--- config.mk ---
export PLATFORM = sky130hd
export DESIGN_NAME = keypad_display_interface
export DESIGN_NICKNAME = d
export VERILOG_FILES = /design/src/hdl/kdi_pkg.sv /design/src/hdl/keypad_display_interface.sv
export VERILOG_INCLUDE_DIRS = /design/src /design/src/hdl
export SDC_FILE = /design/constraint.sdc
export NUM_CORES = 1
export LEC_CHECK = 0
export BUFFER_PORTS_ARGS = -buffer_cell sky130_fd_sc_hd__buf_2
export CORE_MARGIN = 2
export CORE_UTILIZATION = 45
export DETAILED_ROUTE_END_ITERATION = 16
export HOLD_SLACK_MARGIN = 0.03
export SLEW_MARGIN = 20
export SYNTH_ARGS = -nofsm -noshare
export SYNTH_HDL_FRONTEND = slang
export SYNTH_SLANG_ARGS = --single-unit
--- constraint.sdc ---
create_clock -name mclk -period 2.84 [get_ports mclk]
set_input_delay 0.426 -clock mclk [delete_from_list [all_inputs] [get_ports mclk]]
set_output_delay 0.426 -clock mclk [all_outputs]
set_load 0.005 [all_outputs]
--- src/hdl/kdi_defs.svh ---
// Constants for the front-panel keypad and display interface
// Assumes inclusion by the design file; definitions only
// Operation
// - Capture all eight keys on change
// - Set key flag, serialize word to host
// - Key flag drives the host interrupt
// - Key interrupt on dedicated line, rest I2C
// - Host read acknowledgement clears key flag
// - No repeat while key held
// - Host commands LEDs and beeper
// - Report option switch changes
// - Serial text to parallel display image
// - Shared display clock keeps transfer synchronized
// - Host can blank and reset display
// - Rear LED lit in maintenance mode
// - Supply dip blanks then resets display
// - Relay traffic passes through untouched
// - Green LED follows sample and logging
// - Yellow LED follows calibration state
// - Red LED blinks on warnings, else off
// - Display holds two lines of 40
// - Exactly eight independent key inputs
// - Separate interrupt line to host
`ifndef KDI_DEFS_SVH
`define KDI_DEFS_SVH
`define MCLK_HZ 25000000
`define EXP_ADDR 7'h20
`define DISP_ADDR 7'h21
// Control byte 0: LEDs and beeper
`define LC_SAMPLE 0
`define LC_STORE 1
`define LC_HOLD 2
`define LC_AUTOCAL 3
`define LC_CALMODE 4
`define LC_WARN 5
`define LC_BEEP 6
// Control byte 1: display
`define DC_OFF 0
`define DC_RST 1
`define DC_MAINT 2
`define BLINK_HZ 1
`define BLINK_HALF_CYC (`MCLK_HZ / (2 * `BLINK_HZ))
`define DCLK_HZ 250000
`define DCLK_DIV (`MCLK_HZ / (2 * `DCLK_HZ))
`define BO_OFF_US 10
`define BO_OFF_CYC ((`BO_OFF_US * `MCLK_HZ + 999999) / 1000000)
`define BO_RST_US 5
`define BO_RST_CYC ((`BO_RST_US * `MCLK_HZ + 999999) / 1000000)
`define TTY_LF 8'h0a
`define TTY_FF 8'h0c
`define TTY_CR 8'h0d
`define LINE_LEN 40
`define TEXT_LEN 80
`endif

--- src/hdl/kdi_pkg.sv ---
// Types shared by the keypad and display interface
// Assumes nothing beyond a SystemVerilog compiler
package kdi_pkg;
  typedef enum logic [2:0] {
    I_IDLE, I_ADDR, I_ACK_A, I_WDATA, I_ACK_W, I_RDATA, I_ACK_R
  } i2c_st_e;
endpackage

--- src/hdl/keypad_display_interface.sv ---
// Keypad capture, I2C slave, LED/beeper drive and text display feed
// Assumes one 25 MHz clock; pins asynchronous, all but rst_b, maint_fitted and the relay pass-through synchronised here
`timescale 1ns/1ps
`include "kdi_defs.svh"
`default_nettype none
module keypad_display_interface #(
  parameter int BLINK_HALF = `BLINK_HALF_CYC,
  parameter int DCLK_DIV   = `DCLK_DIV
) (
  // Clock and reset
  input  wire logic       mclk,
  input  wire logic       rst_b,
  // Keys and option switches
  input  wire logic [7:0] keys,
  input  wire logic       maint_sw,
  input  wire logic       lang_sw,
  input  wire logic       maint_fitted,
  // Host I2C and key interrupt
  input  wire logic       scl_i,
  input  wire logic       sda_i,
  output logic            sda_o,
  output logic            sda_oe,
  output logic            key_irq,
  // Relay-board I2C
  input  wire logic       relay_sda_i,
  output logic            relay_sda_o,
  output logic            relay_sda_oe,
  output logic            relay_scl_o,
  output logic            relay_scl_oe,
  // LEDs and beeper
  output logic            led_sample,
  output logic            led_cal,
  output logic            led_fault,
  output logic            beep,
  output logic            rear_led,
  // Display
  input  wire logic       supply_low,
  output logic            disp_clk,
  output logic [7:0]      disp_data,
  output logic [6:0]      disp_addr,
  output logic            disp_pwr_en,
  output logic            disp_rst
);

  // ----------------------------------------
  // Parameter checks
  // ----------------------------------------
  if (BLINK_HALF < 2 || BLINK_HALF > 16777215) begin : g_chk_blink
    $error("BLINK_HALF out of range");
  end
  if (DCLK_DIV < 3 || DCLK_DIV > 255) begin : g_chk_dclk
    $error("DCLK_DIV out of range");
  end

  // ----------------------------------------
  // State
  // ----------------------------------------
  typedef struct packed {
    logic [2:0][7:0]            key_s;
    logic [7:0]                 key_f;
    logic [7:0]                 key_last;
    logic [7:0]                 key_word;
    logic                       key_flag;
    logic [2:0][1:0]            sw_s;
    logic [1:0]                 sw_f;
    logic                       sw_chg;
    logic [2:0]                 scl_s;
    logic [2:0]                 sda_s;
    logic [2:0]                 rsda_s;
    logic [2:0]                 low_s;
    logic                       scl_f;
    logic                       sda_f;
    logic                       rsda_f;
    logic                       low_f;
    logic                       relay_up;
    kdi_pkg::i2c_st_e           st;
    logic [2:0]                 bitc;
    logic [7:0]                 sh;
    logic                       is_disp;
    logic                       rw;
    logic                       bidx;
    logic                       oe;
    logic                       acked;
    logic [7:0]                 led_ctl;
    logic [7:0]                 dsp_ctl;
    logic [`TEXT_LEN-1:0][7:0]  mem;
    logic [6:0]                 cur;
    logic [6:0]                 rd_ptr;
    logic [6:0]                 paddr;
    logic [7:0]                 pdata;
    logic [23:0]                blink_cnt;
    logic                       blink;
    logic [7:0]                 dclk_cnt;
    logic                       dclk;
    logic [15:0]                bo_cnt;
    logic [4:0]                 leds;
    logic                       pwr;
    logic                       drst;
  } state_s;

  state_s q;
  state_s n;
  logic   scl_nf;
  logic   sda_nf;
  logic   rsda_nf;
  logic   rise;
  logic   fall;
  logic   key_clr;
  logic   sw_clr;
  logic [7:0] rbyte;
  logic [7:0] key_nf;
  logic [1:0] sw_nf;

  // Glitch filter: accept once second and third stages agree
  function automatic logic filt(input logic [2:0] s, input logic f);
    return (s[1] == s[2]) ? s[2] : f;
  endfunction

  // ----------------------------------------
  // Next-state logic
  // ----------------------------------------
  always_comb begin
    n = q;
    key_clr = 1'b0;
    sw_clr = 1'b0;
    // Synchronisers, stage 0 feeds only stage 1
    n.key_s = {q.key_s[1:0], keys};
    n.sw_s = {q.sw_s[1:0], {lang_sw, maint_sw}};
    n.scl_s = {q.scl_s[1:0], scl_i};
    n.sda_s = {q.sda_s[1:0], sda_i};
    n.rsda_s = {q.rsda_s[1:0], relay_sda_i};
    n.low_s = {q.low_s[1:0], supply_low};
    key_nf = (q.key_s[1] == q.key_s[2]) ? q.key_s[2] : q.key_f;
    sw_nf = (q.sw_s[1] == q.sw_s[2]) ? q.sw_s[2] : q.sw_f;
    scl_nf = filt(q.scl_s, q.scl_f);
    sda_nf = filt(q.sda_s, q.sda_f);
    rsda_nf = filt(q.rsda_s, q.rsda_f);
    n.key_f = key_nf;
    n.sw_f = sw_nf;
    n.scl_f = scl_nf;
    n.sda_f = sda_nf;
    n.rsda_f = rsda_nf;
    n.low_f = filt(q.low_s, q.low_f);
    rise = scl_nf & ~q.scl_f;
    fall = ~scl_nf & q.scl_f;
    rbyte = q.bidx ? {q.key_flag, q.sw_chg, 4'h0, q.sw_f} : q.key_word;

    // Host is sole master: we only follow its clock
    if (q.scl_f && scl_nf && q.sda_f && !sda_nf) begin
      n.st = kdi_pkg::I_ADDR;
      n.bitc = 3'd0;
      n.oe = 1'b0;
    end else if (q.scl_f && scl_nf && !q.sda_f && sda_nf) begin
      n.st = kdi_pkg::I_IDLE;
      n.oe = 1'b0;
    end else begin
      case (q.st)
        kdi_pkg::I_ADDR: if (rise) begin
          n.sh = {q.sh[6:0], sda_nf};
          n.bitc = 3'(q.bitc + 3'd1);
          if (q.bitc == 3'd7) begin
            n.is_disp = (q.sh[6:0] == `DISP_ADDR);
            n.rw = sda_nf;
            n.bidx = 1'b0;
            // Relay addresses never match: no ack, no decode
            if (q.sh[6:0] == `EXP_ADDR || q.sh[6:0] == `DISP_ADDR) begin
              n.st = kdi_pkg::I_ACK_A;
            end else begin
              n.st = kdi_pkg::I_IDLE;
            end
          end
        end
        kdi_pkg::I_ACK_A: if (fall) begin
          if (!q.oe) begin
            n.oe = 1'b1;
          end else if (q.rw && !q.is_disp) begin
            n.st = kdi_pkg::I_RDATA;
            n.sh = rbyte;
            n.oe = ~rbyte[7];
            n.bitc = 3'd0;
          end else begin
            n.st = q.rw ? kdi_pkg::I_IDLE : kdi_pkg::I_WDATA;
            n.oe = 1'b0;
            n.bitc = 3'd0;
          end
        end
        kdi_pkg::I_WDATA: if (rise) begin
          n.sh = {q.sh[6:0], sda_nf};
          n.bitc = 3'(q.bitc + 3'd1);
          if (q.bitc == 3'd7) begin
            n.st = kdi_pkg::I_ACK_W;
            if (q.is_disp) begin
              // Text stream into the 2 x 40 image
              case ({q.sh[6:0], sda_nf})
                `TTY_FF: n.cur = 7'd0;
                `TTY_CR: n.cur = (q.cur >= 7'(`LINE_LEN)) ? 7'(`LINE_LEN) : 7'd0;
                `TTY_LF: n.cur = (q.cur >= 7'(`LINE_LEN)) ?
                                 7'(q.cur - 7'(`LINE_LEN)) : 7'(q.cur + 7'(`LINE_LEN));
                default: begin
                  n.mem[q.cur] = {q.sh[6:0], sda_nf};
                  n.cur = (q.cur == 7'(`TEXT_LEN - 1)) ? 7'd0 : 7'(q.cur + 7'd1);
                end
              endcase
            end else if (!q.bidx) begin
              n.led_ctl = {q.sh[6:0], sda_nf};
              n.bidx = 1'b1;
            end else begin
              n.dsp_ctl = {q.sh[6:0], sda_nf};
            end
          end
        end
        kdi_pkg::I_ACK_W: if (fall) begin
          if (!q.oe) begin
            n.oe = 1'b1;
          end else begin
            n.oe = 1'b0;
            n.st = kdi_pkg::I_WDATA;
            n.bitc = 3'd0;
          end
        end
        kdi_pkg::I_RDATA: begin
          if (rise) begin
            n.bitc = 3'(q.bitc + 3'd1);
            if (q.bitc == 3'd7) begin
              n.st = kdi_pkg::I_ACK_R;
              n.bitc = 3'd0;
            end
          end else if (fall) begin
            n.oe = ~q.sh[6];
            n.sh = {q.sh[6:0], 1'b0};
          end
        end
        kdi_pkg::I_ACK_R: begin
          if (fall && q.bitc == 3'd0) begin
            n.oe = 1'b0;
          end else if (rise && q.bitc == 3'd0) begin
            // Either ack or nack ends the read of this byte
            n.acked = ~sda_nf;
            n.bitc = 3'd1;
            key_clr = ~q.bidx;
            sw_clr = q.bidx;
            n.bidx = 1'b1;
          end else if (fall) begin
            n.bitc = 3'd0;
            n.st = q.acked ? kdi_pkg::I_RDATA : kdi_pkg::I_IDLE;
            n.sh = rbyte;
            n.oe = q.acked & ~rbyte[7];
          end
        end
        default: n.st = kdi_pkg::I_IDLE;
      endcase
    end

    // Key capture; flag clear first so a new capture wins
    if (key_clr) begin
      n.key_flag = 1'b0;
    end
    if (!q.key_flag && q.key_f != q.key_last) begin
      n.key_word = q.key_f;
      n.key_last = q.key_f;
      n.key_flag = 1'b1;
    end
    // Switch change: set beats clear
    if (sw_clr) begin
      n.sw_chg = 1'b0;
    end
    if (sw_nf != q.sw_f) begin
      n.sw_chg = 1'b1;
    end

    // Relay upstream drive, held so the repeater cannot latch
    if (rsda_nf) begin
      n.relay_up = 1'b0;
    end else if (sda_nf && !q.oe) begin
      n.relay_up = 1'b1;
    end

    // Blink divider, about 1 Hz
    if (q.blink_cnt == 24'(BLINK_HALF - 1)) begin
      n.blink_cnt = 24'd0;
      n.blink = ~q.blink;
    end else begin
      n.blink_cnt = 24'(q.blink_cnt + 24'd1);
    end

    // Display clock; new data on falling edge, display takes rising
    if (q.dclk_cnt == 8'(DCLK_DIV - 1)) begin
      n.dclk_cnt = 8'd0;
      n.dclk = ~q.dclk;
      if (q.dclk) begin
        n.pdata = q.mem[q.rd_ptr];
        n.paddr = q.rd_ptr;
        n.rd_ptr = (q.rd_ptr == 7'(`TEXT_LEN - 1)) ? 7'd0 : 7'(q.rd_ptr + 7'd1);
      end
    end else begin
      n.dclk_cnt = 8'(q.dclk_cnt + 8'd1);
    end

    // Brownout: off while low and a while after, then a reset pulse
    if (q.low_f) begin
      n.bo_cnt = 16'(`BO_OFF_CYC + `BO_RST_CYC);
    end else if (q.bo_cnt != 16'd0) begin
      n.bo_cnt = 16'(q.bo_cnt - 16'd1);
    end
    n.pwr = ~q.dsp_ctl[`DC_OFF] & (q.bo_cnt <= 16'(`BO_RST_CYC)) & ~q.low_f;
    n.drst = q.dsp_ctl[`DC_RST] | (q.bo_cnt != 16'd0);

    // LED decode
    n.leds[0] = q.led_ctl[`LC_SAMPLE] &
                (q.led_ctl[`LC_HOLD] ? q.blink : q.led_ctl[`LC_STORE]);
    n.leds[1] = q.led_ctl[`LC_CALMODE] ? q.blink : q.led_ctl[`LC_AUTOCAL];
    n.leds[2] = q.led_ctl[`LC_WARN] & q.blink;
    n.leds[3] = q.led_ctl[`LC_BEEP];
    n.leds[4] = maint_fitted & q.dsp_ctl[`DC_MAINT];
  end

  // ----------------------------------------
  // State register
  // ----------------------------------------
  always_ff @(posedge mclk or negedge rst_b) begin
    if (!rst_b) begin
      q <= '0;
      // Bus lines idle high; zeros here would show a false edge on release
      q.scl_s <= 3'h7;
      q.sda_s <= 3'h7;
      q.rsda_s <= 3'h7;
      q.scl_f <= 1'b1;
      q.sda_f <= 1'b1;
      q.rsda_f <= 1'b1;
    end else begin
      q <= n;
    end
  end

  // Outputs; relay pass-through is combinational, relay SDA gated by our own drive, no decode
  assign sda_o = 1'b0;
  assign sda_oe = q.oe | q.relay_up;
  assign key_irq = q.key_flag | q.sw_chg;
  assign relay_sda_o = 1'b0;
  assign relay_sda_oe = ~sda_i & ~q.relay_up & ~q.oe;
  assign relay_scl_o = 1'b0;
  assign relay_scl_oe = ~scl_i;
  assign led_sample = q.leds[0];
  assign led_cal = q.leds[1];
  assign led_fault = q.leds[2];
  assign beep = q.leds[3];
  assign rear_led = q.leds[4];
  assign disp_clk = q.dclk;
  assign disp_data = q.pdata;
  assign disp_addr = q.paddr;
  assign disp_pwr_en = q.pwr;
  assign disp_rst = q.drst;
endmodule
`default_nettype wire

==> results by stage, run 1 <==
Status:
- The run finished with clean final reports.

GRT:
- The via count of the first global-routing pass was 24,180.
- Summed over all layers, the global routing overflow is 0.
- The wire length of the first global-routing pass is 146,800 µm.
- The initial antenna violation count is 5.
- The largest net degree at the start of global routing is 85.
- The overall global routing resource usage is 0.2215.

Timing:
- The number of hold-slack violations in the final timing report is 0.
- The total setup violations reported at the end of the flow is 0.
- The worst setup slack after layout is 0.01471 ns.
- After layout, the minimum clock period comes to 2.825 ns.
- For this run, the top clock speed supported by timing is 353.9 MHz.
- For the pin with the worst max-slew slack, the measured transition is 1.053 ns.
- In the finished design, the share of the clock period the worst path needs comes to 0.9948.
- Measured against its own limit, the worst slew margin works out to 0.2981.
- Setup repair after global routing could not meet its margin everywhere.
- For the final routed database, the setup TNS stands at 0 ns.
- The worst hold slack is 0.3478 ns.
- The clock skew after layout is 0.04964 ns.
- The final-report max-slew violation count is 0.

Worst setup path:
- For the worst flop-to-flop path, the logic depth is 7.
- The worst setup path is captured at a register.
- The required time reported for the critical path endpoint is 3.38 ns.
- The arrival time of data at the critical path endpoint is 3.37 ns.
- The worst setup path is of the reg2reg kind.
- The source of the worst register-to-register timing path is n[777].
- The worst-case register-to-register setup slack is 0.01 ns.
- Of all nets on the critical path, the largest fanout is 10.
- The most critical setup path has its startpoint at n[777].
- The end of the worst register-to-register path is q[468].
- STA classifies the critical path startpoint as a register.

Clock network:
- The maximum buffer depth of the clock tree is 3.
- The clock tree synthesis step divided the H-tree into 3 levels.
- The TritonCTS buffer count is 90.
- The clock insertion delay at the later pin of the skew report is 0.67 ns.
- The clock tree root buffer cell is sky130_fd_sc_hd__clkbuf_16.
- Once the clock tree was built, the setup fixing pass inserted 0 buffers.
- The number of clock sinks seen by CTS is 821.
- TritonCTS built the clock tree.
- Clock-pin slew was measured on the worst setup and hold paths at 0.06 ns.

Route:
- The DRC violation count after routing is 0.
- The remaining number of nets flagged by the antenna check after routing is 0.
- After detailed routing, the number of vias per cell comes to 5.777.
- The iteration-0 DRC count of the detailed router is 1,546.
- The via count of the routed design is 22,640.
- The first-pass iteration count of the detailed router is 6.
- In the final routed layout, each cell accounts on average for 23.66 µm.
- The total routed wirelength is 92,740 µm.

Final layout:
- The net total in the final layout is 2,801.
- The fraction of final layout cells sized beyond drive strength 1 is 0.3414.
- The area growth from synthesis to layout is 13.97%.
- The number of cells in the finished layout apart from fillers is 3,919.

Yosys:
- The post-synthesis cell type with the largest combined area is sky130_fd_sc_hd__dfrtp_1.
- The register bit count reported by yosys is 821.
- The average footprint of a synthesized cell is 14.00 µm².
- The number of different library cells in the post-synthesis netlist is 82.
- During synthesis, Yosys emitted a total of 0 warnings.
- Of all flip-flops after synthesis, the portion carrying an async set or reset was 1.000.
- The fraction of the yosys area taken by sequential cells is 0.5455.
- In the synthesized netlist, the cells that appear most often are sky130_fd_sc_hd__dfrtp_1, sky130_fd_sc_hd__mux2_2, sky130_fd_sc_hd__nand2_1.
- The flip-flop cell with the highest count after synthesis is sky130_fd_sc_hd__dfrtp_1.
- The share of synthesized area in the top cell type comes to 0.5371.
- The number of synthesized flops with an enable pin is 0.
- By area the synthesized netlist is led by sky130_fd_sc_hd__dfrtp_1, sky130_fd_sc_hd__mux2_2, sky130_fd_sc_hd__mux4_2.
- The netlist area before placement is 0.03769 mm².
- In the synthesized netlist, the number of instances is 2,692.
- The most common cell in the netlist is sky130_fd_sc_hd__dfrtp_1.

Place:
- The global placement routability congestion is 0.8527.
- The placement-stage worst setup slack is 0.03711 ns.
- The half-perimeter wire length of the detailed placement result is 60,180 µm.
- The total of buffers placed on input and output ports is 43.
- The count of placed standard cells including taps is 3,739.

Pwr:
- The peak supply drop is 512.7 µV.
- The total power draw is 0.02681 W.
- The static leakage power is 20.36 nW.
- The ratio of total power to cell area is 624.1 mW/mm².

Die:
- The die area is 0.08609 mm².
- The starting density of the core is 0.4525.
- Measured along the y axis, the die boundary spans 293.4 µm.
- In this run the core area contains 106 standard-cell rows.
- The die is 293.4 µm wide.
- After floorplanning, the core was sized to cover 0.08329 mm².
- 47 I/O pins were placed.

Min path:
- The worst hold path startpoint is n[826].
- The worst hold path terminates at n[834].
- The worst hold path passes through 0 cells.
- The classification of the worst-slack hold path is reg2reg.

Job:
- The count of maximum capacitance violations is 0.
==> where the power goes <==
group	total [W]	leakage, nW	internal (W)	switching (W)
logic	0.00245	7.58	0.000643	0.00181
clock network	0.0123	1.54	0.00731	0.00496
registers	0.0121	11.2	0.0119	0.000188
total	0.0268	20.4	0.0199	0.00695
==> placed cells by master (no fill, tap or decap), types with 52 or more instances in the layout <==
cell,Yosys,final
sky130_fd_sc_hd__clkbuf_16,0,90
sky130_fd_sc_hd__mux4_2,173,173
sky130_fd_sc_hd__nor2_1,67,67
sky130_fd_sc_hd__nand2_1,216,205
sky130_fd_sc_hd__buf_4,26,75
sky130_fd_sc_hd__mux2_1,200,200
sky130_fd_sc_hd__dfrtp_1,809,799
sky130_fd_sc_hd__o21ai_0,119,119
sky130_fd_sc_hd__mux2_2,391,391
sky130_fd_sc_hd__mux2i_1,52,52
==> kinds of logic (layout without fill, tap and decap cells) <==
kind of cell | after synthesis | after routing | share of synthesized area
buffers and inverters | 207 | 351 | 0.02476
and+or+nand+nor | 517 | 517 | 0.07340
adders and majority gates | 19 | 19 | 0.006174
other | 1 | 4 | 0.00009949
AOI/OAI and AO/OA | 250 | 250 | 0.04216
xor gates and xnor gates | 61 | 61 | 0.01417
muxes | 816 | 816 | 0.2938
DFF | 821 | 821 | 0.5455
==> worst max path at each step <==
stage | cells past startpoint | slack, ns | end
final | 7 | 0.01 | q[468]
after global routing | 7 | -0.14 | q[147]
after CTS | 7 | 0.02 | q[147]
after detailed placement | 7 | 0.04 | q[210]
after global placement | 6 | -0.31 | q[676]
after floorplan | 7 | 0.43 | disp_data[0]
==> repair_timing <==
item | 4_1_cts | 5_1_grt
hold buffers | 16 | 0
setup endpoints to repair | 1 | 224
pin swaps | 0 | 0
gates resized for setup | 1 | 15
cloned | 0 | 0
hold endpoints to repair | 50 | 0
==> stage by stage <==
step	cell area [µm²]	util
after floorplan	37700	-
after global placement	39610	0.4755
after detailed placement	39610	0.4756
after CTS	42900	0.5151
after global routing	42950	0.5157
final	42960	0.5157
==> critical path: stages (launching register included) <==
cell and delay, ns:
sky130_fd_sc_hd__dfstp_2 0.59, sky130_fd_sc_hd__and3b_1 0.21, sky130_fd_sc_hd__nand3_2 0.19, sky130_fd_sc_hd__buf_4 0.24, sky130_fd_sc_hd__a2111oi_2 0.33, sky130_fd_sc_hd__buf_4 0.35, sky130_fd_sc_hd__nand2_1 0.39, sky130_fd_sc_hd__mux2_2 0.39
==> metal layers <==
layer	part of all wire	up-vias	GRT usage
met4	0.030	4	0.07006
met5	0.00025	-	0
met1	0.44	11990	0.2997
li1	-	9950	-
met3	0.048	171	0.04365
met2	0.48	524	0.3614
==> flip-flops by register name (all words and copies together) (netlist names) <==
register and flops:
q 769, n 29, disp_data 8, disp_addr 7, beep 1, disp_clk 1
disp_pwr_en 1, disp_rst 1, led_cal 1, led_fault 1, led_sample 1, rear_led 1
==> final cells by class <==
cell class / instances / area [µm²]
Antenna cell: 1 / 2.502
Clock buffer: 129 / 2589
Clock inverter: 34 / 544.3
Fill cell: 7049 / 40330
Inverter: 27 / 101.3
Multi-Input combinational cell: 1666 / 16290
Sequential cell: 821 / 20580
Tap cell: 1080 / 1351
Timing Repair Buffer: 161 / 1496
Power figures use the tool's default switching activity.
==> run 2: changes to the inputs <==
--- a/config.mk
+++ b/config.mk
@@ -11,6 +11,7 @@
 export CORE_UTILIZATION = 45
 export DETAILED_ROUTE_END_ITERATION = 16
 export HOLD_SLACK_MARGIN = 0.03
+export SETUP_SLACK_MARGIN = 0.05
 export SLEW_MARGIN = 20
 export SYNTH_ARGS = -nofsm -noshare
 export SYNTH_HDL_FRONTEND = slang
==> results by stage, run 2 (synthesis results as in run 1) <==
Route:
- The met1 wire length came to 40,570 µm (was 40,610 µm).
- The per-cell routed wire length is 23.72 µm (was 23.66 µm).
- The DRC violation count after routing is 0 (unchanged).
- The wire length on met2 is 45,100 µm (was 44,920 µm).
- The iteration-0 DRC count of the detailed router was 1,648 (was 1,546).
- The via count of the routed design is 22,580 (was 22,640).
- The uppermost metal layer occupied by signal nets is met5 (unchanged).
- The detail-routed via count per cell is 5.761 (was 5.777).
- The remaining number of nets flagged by the antenna check after routing is 0 (unchanged).
- The total routed wirelength is 92,960 µm (was 92,740 µm).
- The first-pass iteration count of the detailed router was 5 (was 6).
- The routed length on met3 was 4519 µm (was 4407 µm).

Pwr:
- The total power draw was 0.02681 W (about the same).
- The peak supply drop came to 513.7 µV (was 512.7 µV).
- The ratio of total power to cell area is 623.3 mW/mm² (was 624.1 mW/mm²).
- The static leakage power is 20.35 nW (was 20.36 nW).

Min path:
- The classification of the worst-slack hold path is reg2reg (unchanged).
- The worst hold path startpoint was n[783] (was n[826]).

Die:
- The starting density of the core is 0.4525 (unchanged).
- The die height is 293.4 µm (unchanged).
- The die area is 0.08609 mm² (unchanged).
- The number of rows created at floorplan is 106 (unchanged).
- The number of I/O pins came to 47 (unchanged).
- The die outline width came to 293.4 µm (unchanged).
- The core footprint is 0.08329 mm² (unchanged).

Timing:
- The total setup violations reported at the end of the flow was 0 (unchanged).
- The number of hold-slack violations in the final timing report is 0 (unchanged).
- The relative slew slack is 0.2965 (was 0.2981).
- The clock skew after layout was 0.05062 ns (was 0.04964 ns).
- RSZ-0062 raised after global routing: yes (unchanged).
- The final-report max-slew violation count is 0 (unchanged).
- The actual slew at the worst max-slew pin was 1.055 ns (was 1.053 ns).
- The worst hold slack came to 0.3472 ns (was 0.3478 ns).
- The share of the clock period used by the worst path was 0.9617 (was 0.9948).
- The final critical path time including I/O delays and setup came to 2.731 ns (was 2.825 ns).
- The maximum achievable frequency came to 366.1 MHz (was 353.9 MHz).

Final layout:
- The register with the highest flop count is q (unchanged).
- The sequential cell area in the final layout is 0.02058 mm² (unchanged).
- The fraction of final layout cells sized beyond drive strength 1 was 0.3410 (was 0.3414).
- The number of diodes is 0 (was 1).
- The area overhead of the layout relative to synthesis is 14.11% (was 13.97%).
- The commonest non-fill, non-tap cell in the layout is sky130_fd_sc_hd__dfrtp_1 (unchanged).
- The flip-flop count of the largest register, all copies and words added is 769 (unchanged).
- The number of filler instances in the final layout is 7,036 (was 7,049).
- The area of the multi-input gates is 0.01631 mm² (was 0.01629 mm²).
- The net total in the final layout is 2,802 (was 2,801).
- Most frequent cells in the layout: sky130_fd_sc_hd__dfrtp_1, sky130_fd_sc_hd__mux2_2, sky130_fd_sc_hd__nand2_1 (unchanged).

Worst setup path:
- The delay of the slowest cell on the worst path came to 0.59 ns (about the same).
- CP Cell Sequence: and3b_1 > nand3_4 > buf_4 > a2111oi_2 > buf_6 > nand2_1 > mux2_2 (was and3b_1 > nand3_2 > buf_4 > a2111oi_2 > buf_4 > nand2_1 > mux2_2).
- The arrival time of data at the critical path endpoint is 3.28 ns (was 3.37 ns).
- The slowest library cell on the worst path is sky130_fd_sc_hd__dfstp_2 (unchanged).
- The source of the worst register-to-register timing path is n[777] (unchanged).
- The critical path class was reg2reg (unchanged).
- The kind of start point of the critical path is a register (unchanged).
- The required time reported for the critical path endpoint is 3.39 ns (was 3.38 ns).
- The nature of the critical path endpoint is a register (unchanged).
- The launching element of the worst setup path is n[777] (unchanged).
- The largest fanout on the critical path is 10 (unchanged).

Place:
- The total of buffers placed on input and output ports is 43 (unchanged).
- The half-perimeter wire length of the detailed placement result is 60,180 µm (unchanged).
- The global placement routability congestion is 0.8527 (unchanged).

Clock network:
- The number of clock sinks seen by CTS came to 821 (unchanged).
- The clock tree root buffer cell is sky130_fd_sc_hd__clkbuf_16 (unchanged).
- The H-tree depth is 3 (unchanged).
- The clock input transition at the sequential cells of the worst setup and hold paths is 0.06 ns (about the same).
- The maximum buffer depth of the clock tree is 3 (unchanged).
- The clock insertion delay at the later pin of the skew report is 0.67 ns (about the same).
- The CTS tree is yes (unchanged).
- The TritonCTS buffer count came to 90 (unchanged).

GRT:
- The wire length of the first global-routing pass came to 146,800 µm (unchanged).
- The overall global routing resource usage is 0.2215 (unchanged).
- The initial antenna violation count is 5 (unchanged).
- The largest net degree at the start of global routing is 85 (unchanged).
- The via count of the first global-routing pass is 24,180 (unchanged).
- The residual overflow from global routing is 0 (unchanged).

Status:
- Run status: finished, final reports clean (unchanged).

Job:
- The count of maximum capacitance violations is 0 (unchanged).
[run 2: report_power, final]
| part | leakage [nW] | internal (W) | total [W] | switching, W |
|---|---|---|---|---|
| logic | 7.56 | 0.000643 | 0.00245 | 0.00181 |
| registers | 11.2 | 0.0119 | 0.0121 | 0.000188 |
| clock network | 1.54 | 0.00731 | 0.0123 | 0.00496 |
[run 2: metal layers]
metal	global-route usage	up-vias
li1	-	9972
met1	0.2997	11940
met2	0.3614	500
met3	0.04365	163
met4	0.07006	4
met5	0	-
[run 2: final timing paths]
check                         end  slack, ns  cells after the start
max                        q[341]       0.11                      7
min                        n[785]       0.35                      0
max reg2reg                q[341]       0.11                      7
min reg2reg                n[785]       0.35                      0
max in group asynchronous  q[116]       1.57                      4
min in group asynchronous  q[294]       0.36                      2
[run 2: through the flow]
step                        util  setup slack, ns  instance area, µm²  instances  setup TNS [ns]
after floorplan                -           0.4303               37700       2694               0
after global placement    0.4755          -0.3089               39610       3739          -21.14
after detailed placement  0.4756          0.03711               39610       3739               0
after CTS                 0.5152          0.02125               42910       3918               0
after global routing      0.5164         -0.03819               43010       3919         -0.6674
final                     0.5164           0.1088               43010       3919               0
[run 2: repair_timing]
item,CTS,global route
hold buffers,16,0
gates resized for setup,3,17
hold endpoints to repair,50,0
buffers inserted,0,0
cloned,0,1
pin swaps,0,1
endpoints found under the setup margin,53,234
[run 2: critical path, delay by kind of cell, from the launching register on]
| kind | cells | cell delay (ns) |
|---|---|---|
| multiplexers | 1 | 0.39 |
| AO/OA/AOI/OAI | 1 | 0.37 |
| flip-flops | 1 | 0.59 |
| buffers and inverters | 2 | 0.52 |
| AND/OR/NAND/NOR | 3 | 0.74 |
[run 2: cell type report]
cell class / instances / share of cell area
clock inverter: 34 / 0.01265
multi-input combinational: 1666 / 0.3792
inverter: 27 / 0.002356
timing repair buffer: 162 / 0.03572
sequential: 821 / 0.4785
clock buffer: 129 / 0.06019
tap: 1080 / 0.03142
==> run 3: changes to the inputs <==
==> constraint.sdc (replaced) <==
create_clock -name mclk -period 2.3 [get_ports mclk]
set_input_delay 0.345 -clock mclk [delete_from_list [all_inputs] [get_ports mclk]]
set_output_delay 0.345 -clock mclk [all_outputs]
set_load 0.005 [all_outputs]
==> results by stage, run 3 (synthesis results as in run 1) <==
Pwr:
- The peak supply drop is 659.1 µV (was 513.7 µV).
- The ratio of total power to cell area is 691.7 mW/mm² (was 623.3 mW/mm²).
- The static leakage power is 22.22 nW (was 20.35 nW).

Timing:
- The clock skew after layout is 0.02724 ns (was 0.05062 ns).
- The relative slew slack was 0.2819 (was 0.2965).
- The total setup violations reported at the end of the flow is 560 (was 0).
- The number of hold-slack violations in the final timing report was 0 (unchanged).
- The actual slew at the worst max-slew pin is 1.077 ns (was 1.055 ns).
- The share of the clock period used by the worst path is 1.081 (was 0.9617).
- The final critical path time including I/O delays and setup came to 2.485 ns (was 2.731 ns).
- The maximum achievable frequency is 402.4 MHz (was 366.1 MHz).
- RSZ-0062 raised after global routing: yes (unchanged).
- The worst setup slack after layout came to -0.1854 ns (was 0.1088 ns).
- The final-report max-slew violation count came to 0 (unchanged).

Final layout:
- The flip-flop count of the largest register, all copies and words added is 769 (unchanged).
- The register with the highest flop count is q (unchanged).
- The commonest non-fill, non-tap cell in the layout is sky130_fd_sc_hd__dfrtp_1 (unchanged).
- The number of diodes is 0 (unchanged).
- The net total in the final layout was 3,017 (was 2,802).
- The final standard cell area without fillers is 0.04757 mm² (was 0.04301 mm²).
- The fraction of final layout cells sized beyond drive strength 1 came to 0.4798 (was 0.3410).
- The area overhead of the layout relative to synthesis is 26.20% (was 14.11%).
- The final core utilization came to 0.5711 (was 0.5164).
- Most frequent cells in the layout: sky130_fd_sc_hd__dfrtp_1, sky130_fd_sc_hd__mux2_2, sky130_fd_sc_hd__mux2_4 (was sky130_fd_sc_hd__dfrtp_1, sky130_fd_sc_hd__mux2_2, sky130_fd_sc_hd__nand2_1).

GRT:
- The wire length of the first global-routing pass is 156,700 µm (was 146,800 µm).
- The residual overflow from global routing came to 0 (unchanged).
- The initial antenna violation count came to 0 (was 5).
- The largest net degree at the start of global routing is 86 (was 85).
- The overall global routing resource usage is 0.2360 (was 0.2215).
- The via count of the first global-routing pass is 25,570 (was 24,180).

Die:
- The die height came to 293.4 µm (unchanged).
- The die area is 0.08609 mm² (unchanged).
- The number of I/O pins is 47 (unchanged).
- The die outline width came to 293.4 µm (unchanged).
- The core footprint is 0.08329 mm² (unchanged).
- The starting density of the core is 0.4525 (unchanged).
- The number of rows created at floorplan was 106 (unchanged).

Worst setup path:
- The kind of start point of the critical path is a register (unchanged).
- The arrival time of data at the critical path endpoint came to 2.99 ns (was 3.28 ns).
- The critical path class is reg2reg (unchanged).
- The required time reported for the critical path endpoint was 2.81 ns (was 3.39 ns).
- The nature of the critical path endpoint is a register (unchanged).
- The largest fanout on the critical path was 7 (was 10).

Place:
- The total of buffers placed on input and output ports is 43 (unchanged).
- The instance area after placement is 0.04109 mm² (was 0.03961 mm²).
- The global placement routability congestion is 0.8612 (was 0.8527).
- The half-perimeter wire length of the detailed placement result was 63,010 µm (was 60,180 µm).

Route:
- The DRC violation count after routing came to 0 (unchanged).
- The total routed wirelength was 101,100 µm (was 92,960 µm).
- The via count of the routed design was 23,970 (was 22,580).
- The detail-routed via count per cell is 5.804 (was 5.761).
- The per-cell routed wire length was 24.48 µm (was 23.72 µm).
- The iteration-0 DRC count of the detailed router was 1,631 (was 1,648).
- The first-pass iteration count of the detailed router is 5 (unchanged).
- The remaining number of nets flagged by the antenna check after routing is 0 (unchanged).

Clock network:
- The maximum buffer depth of the clock tree came to 3 (unchanged).
- The CTS tree is yes (unchanged).
- The clock input transition at the sequential cells of the worst setup and hold paths is 0.07 ns (was 0.06 ns).
- The number of clock sinks seen by CTS was 821 (unchanged).
- The TritonCTS buffer count is 89 (was 90).
- The H-tree depth was 3 (unchanged).
- The clock tree root buffer cell is sky130_fd_sc_hd__clkbuf_16 (unchanged).
- The clock insertion delay at the later pin of the skew report was 0.65 ns (was 0.67 ns).

Job:
- The count of maximum capacitance violations is 0 (unchanged).

Status:
- The final reports fail on negative setup slack.
- Run status: finished with violations (was finished, final reports clean).

Min path:
- The classification of the worst-slack hold path is in2async (was reg2reg).
-- run 3: changes by cell type in the layout (fill, tap and decap cells not counted), moves of 10 or more --
| cell | delta |
|---|---|
| sky130_fd_sc_hd__o21ai_2 | +20 |
| sky130_fd_sc_hd__o21ai_1 | +14 |
| sky130_fd_sc_hd__mux2_2 | -90 |
| sky130_fd_sc_hd__mux2_1 | -195 |
| sky130_fd_sc_hd__mux2_4 | +285 |
| sky130_fd_sc_hd__buf_12 | +44 |
| sky130_fd_sc_hd__buf_4 | +79 |
| sky130_fd_sc_hd__nand2_1 | -47 |
| sky130_fd_sc_hd__buf_6 | +64 |
| sky130_fd_sc_hd__o21ai_0 | -34 |
| sky130_fd_sc_hd__nand2_4 | +10 |
| sky130_fd_sc_hd__nand2_8 | +37 |
-- run 3: what timing repair did --
item                                    CTS  global route
setup buffers                            27            27
hold buffers                             16             0
gates cloned                             25            11
gates resized for setup                 395           210
hold endpoints to repair                265             0
pin swaps                                36            56
endpoints found under the setup margin  638           679
-- run 3: area by class of cell --
| type | instances | area, µm² |
|---|---|---|
| Clock buffer | 128 | 2626 |
| Clock inverter | 29 | 357.8 |
| Fill cell | 6468 | 35720 |
| Inverter | 27 | 101.3 |
| Multi-Input combinational cell | 1675 | 18330 |
| Sequential cell | 821 | 20580 |
| Tap cell | 1080 | 1351 |
| Timing Repair Buffer | 369 | 4224 |
-- run 3: final timing paths --
| check | cells after the start | startpoint | to | slack, ns |
|---|---|---|---|---|
| worst min register to register | 0 | n[776] | n[777] | 0.35 |
| min in group mclk | 2 | keys[7] | n[827] | 0.32 |
| max in group asynchronous | 4 | rst_b | q[764] | 1.16 |
| worst max register to register | 9 | q[777] | q[696] | -0.19 |
| worst max-delay path | 9 | q[777] | q[696] | -0.19 |
| worst min-delay path | 2 | rst_b | q[184] | 0.18 |
-- run 3: report_power, final --
group / switching, W / leakage (nW) / internal, W
Sequential: 0.000207 / 11.2 / 0.0147
Combinational: 0.00241 / 9.51 / 0.00104
Clock: 0.00594 / 1.46 / 0.00861
Total: 0.00855 / 22.2 / 0.0244
-- run 3: metal layers --
layer  vias to the layer above  routed length, µm  GRT usage
met2                       654              48790     0.3785
met5                         -                  0          0
li1                      10410                  -          -
met3                       185               5063    0.04054
met4                         0               2944    0.07491
met1                     12720              44300     0.3290
-- run 3: worst max-delay path: stages, from the launching register on --
cell and delay, ns:
sky130_fd_sc_hd__dfstp_2 0.53, sky130_fd_sc_hd__and3b_2 0.22, sky130_fd_sc_hd__nand3_4 0.13, sky130_fd_sc_hd__buf_6 0.18, sky130_fd_sc_hd__a2111oi_4 0.31, sky130_fd_sc_hd__buf_4 0.19
sky130_fd_sc_hd__buf_6 0.11, sky130_fd_sc_hd__buf_16 0.21, sky130_fd_sc_hd__nand2_8 0.12, sky130_fd_sc_hd__mux2_4 0.32
-- run 3: metrics by stage --
| step | hold WS (ns) | instances | setup TNS, ns | power (W) | setup slack [ns] |
|---|---|---|---|---|---|
| floorplan | 0.04941 | 2694 | -2.457 | 0.01684 | -0.03078 |
| global placement | 0.2668 | 3871 | -26.31 | 0.01824 | -0.2820 |
| detailed placement | 0.2643 | 3871 | -31.54 | 0.01835 | -0.3214 |
| CTS | 0.1721 | 4096 | -45.79 | 0.03314 | -0.2019 |
| global route | 0.1907 | 4129 | -83.85 | 0.03412 | -0.2418 |
| finish | 0.1826 | 4129 | -47.38 | 0.03290 | -0.1854 |
